==> config.mk <==
export PLATFORM = sky130hd
export DESIGN_NAME = tdr_top
export DESIGN_NICKNAME = d
export VERILOG_FILES = /design/src/design/tdr_pkg.sv /design/src/design/tdr_top.sv /design/src/design/tdr_sync.sv
export SDC_FILE = /design/constraint.sdc
export NUM_CORES = 1
export LEC_CHECK = 0
export BUFFER_PORTS_ARGS = -buffer_cell sky130_fd_sc_hd__buf_2
export CORE_MARGIN = 3
export CORE_UTILIZATION = 23
export CTS_BUF_LIST = sky130_fd_sc_hd__clkbuf_4 sky130_fd_sc_hd__clkbuf_8 sky130_fd_sc_hd__clkbuf_16
export DETAILED_ROUTE_END_ITERATION = 12
export MAX_ROUTING_LAYER = met4
export PLACE_DENSITY = 0.41
export SYNTH_ARGS = -nofsm -noshare
export SYNTH_HDL_FRONTEND = slang
export SYNTH_SLANG_ARGS = --single-unit
==> constraint.sdc <==
create_clock -name core_clk -period 2.4 [get_ports core_clk]
set_clock_uncertainty 0.05 [all_clocks]
set_input_delay 0.12 -clock core_clk [delete_from_list [all_inputs] [get_ports core_clk]]
set_output_delay 0.12 -clock core_clk [all_outputs]
set_load 0.01 [all_outputs]
==> src/design/tdr_pkg.sv <==
// Constants, state types and encodings for the two-wire debug register select block
// ============================================================
// How it works
// - The host drives the link clock and one shared data line carries bits both ways.
// - Every register of this port is reached only through link frames, never a processor bus.
// - An 8-bit target select register written over the link picks the target of data commands.
// - Select value 0x00 makes a data read return the part identity register.
// - Select value 0x01 makes a data read return the silicon revision register.
// - Select value 0x02 makes data reads and writes reach the flash programming control register.
// - Select value 0xB4 makes data reads and writes reach the flash programming data register.
// - Writing 0x02 then 0x01 to the control register unlocks programming until a system reset.
// - The part identity register is read-only and returns a fixed 8-bit code.
// - The flash data register carries flash commands, addresses and data to the flash engine.
// - The silicon revision register is read-only and returns an 8-bit revision code.
package tdr_pkg;

    // ============================================================
    // Target select values
    localparam logic [7:0] SEL_PART_ID  = 8'h00;
    localparam logic [7:0] SEL_REV_ID   = 8'h01;
    localparam logic [7:0] SEL_FP_CTL   = 8'h02;
    localparam logic [7:0] SEL_FP_DAT   = 8'hB4;
    localparam logic [7:0] SEL_RESET    = 8'h00;

    // ============================================================
    // Unlock codes and flash commands
    localparam logic [7:0] UNLOCK_FIRST  = 8'h02;
    localparam logic [7:0] UNLOCK_SECOND = 8'h01;
    localparam logic [7:0] FCMD_BLK_RD   = 8'h06;
    localparam logic [7:0] FCMD_BLK_WR   = 8'h07;
    localparam logic [7:0] FCMD_PG_ERASE = 8'h08;
    localparam logic [7:0] FCMD_DEV_ERASE = 8'h03;

    localparam logic [7:0] BYTE_ZERO     = 8'h00;
    localparam logic [2:0] BIT_LAST      = 3'h7;
    localparam logic [2:0] CNT_ZERO      = 3'h0;
    localparam logic [2:0] CNT_STEP      = 3'h1;

    // ============================================================
    // Frame instruction codes, first bit in the low position
    typedef enum logic [1:0] {
        INS_DATA_RD = 2'h0,
        INS_DATA_WR = 2'h1,
        INS_ADDR_RD = 2'h2,
        INS_ADDR_WR = 2'h3
    } tdr_ins_t;

    typedef enum logic [2:0] {
        ST_IDLE  = 3'h0,
        ST_INS0  = 3'h1,
        ST_INS1  = 3'h3,
        ST_WDATA = 3'h2,
        ST_RDATA = 3'h7
    } tdr_fsm_t;

    typedef struct packed {
        tdr_fsm_t   state;
        logic [2:0] cnt;
        logic       ins_lo;
        logic       ins_wr;
        logic       ins_addr;
        logic [7:0] shreg;
        logic [7:0] sel;
        logic [7:0] ctl_reg;
        logic       unlock_step;
        logic       unlocked;
        logic       clk_prev;
        logic       dout;
        logic       doe;
        logic       wr_stb;
        logic [7:0] wr_data;
        logic       rd_stb;
    } tdr_state_t;

    typedef struct packed {
        logic [1:0] stage1;
        logic [1:0] stage2;
    } tdr_sync_state_t;

endpackage

==> src/design/tdr_top.sv <==
// Two-wire debug port: frame decode, target select and data registers
`timescale 1ns/10ps
`default_nettype none
module tdr_top #(
    parameter logic [7:0] PART_ID = 8'hA5, // Arbitrary identity value
    parameter logic [7:0] REV_ID  = 8'h00  // Arbitrary revision value
) (
    input  wire logic       core_clk,          // Core clock, 50 MHz
    input  wire logic       rst_b,             // Async system reset, active low
    input  wire logic       debug_link_clock,  // Link clock from host
    input  wire logic       debug_link_data_i, // Data line level
    output logic            debug_link_data_o, // Data line drive value
    output logic            debug_link_data_oe,// Data line drive enable
    output logic [7:0]      link_target_select,// Current target select
    output logic            flash_prog_enable, // Programming unlocked
    output logic            fp_wr_stb,         // Data register written
    output logic [7:0]      fp_wr_data,        // Byte written to data register
    output logic            fp_rd_stb,         // Data register read
    input  wire logic [7:0] fp_rd_data         // Byte from flash engine
);
    // ============================================================
    // Pin synchronisation
    tdr_pkg::tdr_state_t st;
    tdr_pkg::tdr_state_t next_st;
    logic [1:0] pins_s;
    logic       clk_s;
    logic       data_s;
    logic       rise;

    tdr_sync u_sync (
        .core_clk (core_clk),
        .rst_b    (rst_b),
        .async_in ({debug_link_clock, debug_link_data_i}),
        .sync_out (pins_s)
    );

    assign clk_s  = pins_s[1];
    assign data_s = pins_s[0];
    assign rise   = clk_s & ~st.clk_prev;

    // ============================================================
    // State
    logic [7:0]          rd_val;
    logic [7:0]          wr_val;
    logic [1:0]          ins_now;

    assign ins_now = {data_s, st.ins_lo};
    assign wr_val  = {data_s, st.shreg[7:1]};

    // Read mux; unmapped selects read as zero
    always_comb begin
        rd_val = tdr_pkg::BYTE_ZERO;
        if (ins_now == tdr_pkg::INS_ADDR_RD) begin
            rd_val = st.sel;
        end else begin
            case (st.sel)
                tdr_pkg::SEL_PART_ID: rd_val = PART_ID;
                tdr_pkg::SEL_REV_ID:  rd_val = REV_ID;
                tdr_pkg::SEL_FP_CTL:  rd_val = st.ctl_reg;
                tdr_pkg::SEL_FP_DAT:  rd_val = fp_rd_data;
                default:              rd_val = tdr_pkg::BYTE_ZERO;
            endcase
        end
    end

    // ============================================================
    // Frame engine, all register access by link only
    always_comb begin
        next_st          = st;
        next_st.clk_prev = clk_s;
        next_st.wr_stb   = 1'b0;
        next_st.rd_stb   = 1'b0;
        if (rise) begin
            case (st.state)
                tdr_pkg::ST_IDLE: begin
                    // Start bit is a low data level
                    if (!data_s) begin
                        next_st.state = tdr_pkg::ST_INS0;
                    end
                end
                tdr_pkg::ST_INS0: begin
                    next_st.ins_lo = data_s;
                    next_st.state  = tdr_pkg::ST_INS1;
                end
                tdr_pkg::ST_INS1: begin
                    next_st.ins_wr   = st.ins_lo;
                    next_st.ins_addr = data_s;
                    next_st.cnt      = tdr_pkg::CNT_ZERO;
                    if (st.ins_lo) begin
                        next_st.state = tdr_pkg::ST_WDATA;
                    end else begin
                        // Device takes the line only for read bits
                        next_st.shreg = rd_val;
                        next_st.dout  = rd_val[0];
                        next_st.doe   = 1'b1;
                        next_st.state = tdr_pkg::ST_RDATA;
                        next_st.rd_stb = !data_s && (st.sel == tdr_pkg::SEL_FP_DAT);
                    end
                end
                tdr_pkg::ST_WDATA: begin
                    next_st.shreg = wr_val;
                    next_st.cnt   = 3'(st.cnt + tdr_pkg::CNT_STEP);
                    if (st.cnt == tdr_pkg::BIT_LAST) begin
                        next_st.state = tdr_pkg::ST_IDLE;
                        if (st.ins_addr) begin
                            next_st.sel = wr_val;
                        end else if (st.sel == tdr_pkg::SEL_FP_CTL) begin
                            next_st.ctl_reg = wr_val;
                            // Any other byte breaks the unlock pair
                            next_st.unlock_step = (wr_val == tdr_pkg::UNLOCK_FIRST);
                            if (st.unlock_step && wr_val == tdr_pkg::UNLOCK_SECOND) begin
                                next_st.unlocked = 1'b1;
                            end
                        end else if (st.sel == tdr_pkg::SEL_FP_DAT) begin
                            next_st.wr_stb  = 1'b1;
                            next_st.wr_data = wr_val;
                        end
                    end
                end
                tdr_pkg::ST_RDATA: begin
                    if (st.cnt == tdr_pkg::BIT_LAST) begin
                        next_st.doe   = 1'b0;
                        next_st.dout  = 1'b0;
                        next_st.state = tdr_pkg::ST_IDLE;
                    end else begin
                        next_st.shreg = {1'b0, st.shreg[7:1]};
                        next_st.dout  = st.shreg[1];
                        next_st.cnt   = 3'(st.cnt + tdr_pkg::CNT_STEP);
                    end
                end
                default: begin
                    next_st.state = tdr_pkg::ST_IDLE;
                    next_st.doe   = 1'b0;
                end
            endcase
        end
    end

    // Only a system reset relocks programming
    always_ff @(posedge core_clk or negedge rst_b) begin
        if (!rst_b) begin
            st       <= '0;
            st.sel   <= tdr_pkg::SEL_RESET;
            st.state <= tdr_pkg::ST_IDLE;
        end else begin
            st <= next_st;
        end
    end

    assign debug_link_data_o  = st.dout;
    assign debug_link_data_oe = st.doe;
    assign link_target_select = st.sel;
    assign flash_prog_enable  = st.unlocked;
    assign fp_wr_stb          = st.wr_stb;
    assign fp_wr_data         = st.wr_data;
    assign fp_rd_stb          = st.rd_stb;
endmodule // tdr_top
`default_nettype wire

==> src/design/tdr_sync.sv <==
// Two-flop synchroniser for the link clock and data pins
`timescale 1ns/10ps
`default_nettype none
module tdr_sync (
    input  wire logic       core_clk,   // Core clock
    input  wire logic       rst_b,      // Async reset, active low
    input  wire logic [1:0] async_in,   // Pin levels
    output logic      [1:0] sync_out    // Synchronised levels
);
    tdr_pkg::tdr_sync_state_t st;
    tdr_pkg::tdr_sync_state_t next_st;

    // First stage feeds only the second
    always_comb begin
        next_st.stage1 = async_in;
        next_st.stage2 = st.stage1;
    end

    always_ff @(posedge core_clk or negedge rst_b) begin
        if (!rst_b) begin
            st <= '0;
        end else begin
            st <= next_st;
        end
    end

    assign sync_out = st.stage2;
endmodule // tdr_sync
`default_nettype wire

==> metrics.txt <==
Starting Density=24.0%; crit path cell chain=ha_1 -> ha_1 -> nand3b_1 -> or4_1 -> mux2_1; Final period util=between 90% and 100%; routability cong.=0.754; vias=approximately 1800; CP arrival=2310 ps; Filler Cells Inserted=1112; sequential power share=between 40% and 50%; Clock Tree Root=clkbuf_8; Buf/Inv on CP=0; CP Capture Type=flop; post-route setup TNS=0 ps; die area=around 12000 um2; total core area=10500 um2; Top FF cell, synth=dfrtp_1; vias in the first global route=~1800; clk slew on worst S/H paths=100 ps; Worst EP required=2540 ps; sequential cell area=between 1000 and 1500 um2; Final ANT Viol Nets=0; area of the multi-input gates=1070 um2; Sw Ratio=34.3%; Hold Worst Slack=159 ps; Logic pwr share=24.5%; Ports=33; HPWL Detailed=between 4000 and 5000 um; Area Overhead vs Synth=16.3%; Hold Buf Count CTS=3; Final setup viols=0; GR Overflow Total=0; Mean Syn Cell Area=11.1 um2; status=completed; unrepaired setup endpoints after global routing=false; Peak Freq=0.462 GHz; Routed WL=6170 um; Mapped Area=around 2500 um2; Setup Buffers After CTS=0; CTS buffer count=5; register area share after synthesis=49.6%; Synthesis Warnings=0; Max-slew headroom=52.5%; critical path startpoint category=flop; #FFs+latches synth=50; die width=approximately 110 um; first drt pass iteration count=4; number of synthesized flops with an enable pin=0; H-tree depth=2; Post-Syn Nets=242; Die Y=111 um; all-layer global routing usage=a little over a tenth; Lkg Pwr=1.41 nW; Tot Pwr=2.51 mW; critical path's slowest cell=or4_1; DRC=0; Clock Power Share=between 20 and 30%; Peak VDD IR=0.000284 V; Fin. Hold Viols=0; ratio of cells with drive above 1 in the final layout=26.3%; Psw=between 0.8 and 0.9 mW; ANT cells=0; critical path's top delay family=simple AND/OR/NAND/NOR gates; CTS tree=yes; max_cap viols=0; crit-path max FO=9; initial antenna violation count=0; Cell variety after synth=between 40 and 50; drt wl/cell=15.8 um; Cells after Synth=roughly 230; Slew @ Worst Pin=706 ps; worst min path class=in2reg; P_int=1.65 mW; minimum clock period=2160 ps; first-pass GRT wire length=roughly 10000 um; largest net degree at the start of global routing=19; Setup Crit Path Kind=reg2reg; Longest Clk Path Bufs=2; PortBufs=32; clock sink total=50; crit-path max cell delay=630 ps; fraction of registers with async set/reset=between 90% and 100%; Total Nets Final=roughly 270; most used cell, CP=ha_1; vias per cell=4.65; FP Rows=37; clk_lat worst skew=300 ps; Initial DRC Count=120; Post-CTS Resized=0; PD cells=856 nW/um2; final core utilization=27.9%; Slew Limit Fails=0
==> cell usage in the layout, fill, tap and decap left out, drive strengths merged, types with 4 or more instances in the layout <==
cell type	instances
nor3	4
dfrtp	50
nor2	21
inv	5
nand3	4
mux2	27
buf	44
clkbuf	5
nand2b	4
a21oi	8
nand3b	4
o21ai	7
a221oi	11
or3	7
nand2	10
nor4	7
==> state kept, by name, indices dropped and copies added, names as in the netlist <==
| signal | cells |
|---|---|
| st | 24 |
| fp_wr_data | 8 |
| link_target_select | 8 |
| u_sync.next_st | 2 |
| u_sync.sync_out | 2 |
| debug_link_data_o | 1 |
| debug_link_data_oe | 1 |
| flash_prog_enable | 1 |
| fp_rd_stb | 1 |
| fp_wr_stb | 1 |
| ins_now | 1 |
==> per-stage QoR <==
step                area (um2)  instances  setup slack [ps]
finish                    2930        391               236
global route              2930        391               112
CTS                       2930        391               205
detailed placement        2770        380               209
global placement          2770        380               264
floorplan                 2520        228               429
==> per-layer routing <==
| layer | wire length [um] | share of wire [%] | track usage (%) | up-vias |
|---|---|---|---|---|
| met3 | 195 | 3.2 | 1.80 | 7 |
| met2 | 2810 | 45 | 15.8 | 35 |
| met4 | 91 | 1.5 | 3.04 | 0 |
| li1 | - | - | - | 869 |
| met1 | 3080 | 50 | 15.3 | 907 |
| met5 | 0 | 0 | - | - |
==> tightest hold or removal path, cell delays in order <==
cell and delay, ps:
buf_2 100, a21oi_1 100, or3_1 100, a221oi_1 70
==> cell usage after synthesis (all sizes together), types with 3 or more instances <==
master  instances  area, um2
a21o            3       22.5
mux2           27        304
a221oi         11       96.3
or3             7       43.8
inv             5       18.8
o21ai           7       35.0
nand3           4       20.0
or4             3       26.3
dfrtp          50       1250
nor4            7       65.1
nor2           21       81.3
clkbuf          8       30.0
nand4           3       33.8
nand2b          4       25.0
nand3b          4       30.0
nor3            4       20.0
a21oi           8       40.0
buf            20        146
nand2          10       37.5
==> layout make-up <==
cell class | count | area share (%)
tap | 136 | 5.80
timing repair buffer | 47 | 9.56
sequential | 50 | 42.7
multi-input combinational | 145 | 36.6
clock inverter | 3 | 2.35
inverter | 5 | 0.640
clock buffer | 5 | 2.35
==> path summary, 6_finish.rpt <==
kind | startpoint | endpoint | slack [ps] | cells after the start
setup / recovery | st[42] | link_target_select[5] | 240 | 5
hold / removal | fp_rd_data[5] | st[36] | 160 | 4
setup reg to reg | st[42] | link_target_select[5] | 240 | 5
hold reg to reg | u_sync.next_st[1] | u_sync.sync_out[1] | 310 | 0
max in group asynchronous | rst_b | fp_wr_data[0] | 1500 | 3
min in group asynchronous | rst_b | st[33] | 210 | 2
==> cells by family after synthesis <==
logic type	after synthesis	synth area share [%]
compound gates	39	10.9
xor+xnor	1	0.347
fa+ha+maj	2	0.992
buf+inv	33	7.74
flops	50	49.6
mux	28	12.5
simple gates	75	17.9
==> power by group through the flow <==
| stage | Clock [mW] | Sequential, mW | Combinational, mW |
|---|---|---|---|
| 2_1_floorplan | 0 | 1.09 | 0.479 |
| 3_3_place_gp | 0 | 1.21 | 0.618 |
| 3_5_place_dp | 0 | 1.20 | 0.622 |
| 4_1_cts | 0.733 | 1.19 | 0.627 |
| 5_1_grt | 0.770 | 1.22 | 0.708 |
| 6_report | 0.710 | 1.19 | 0.615 |
Power figures use the tool's default switching activity.
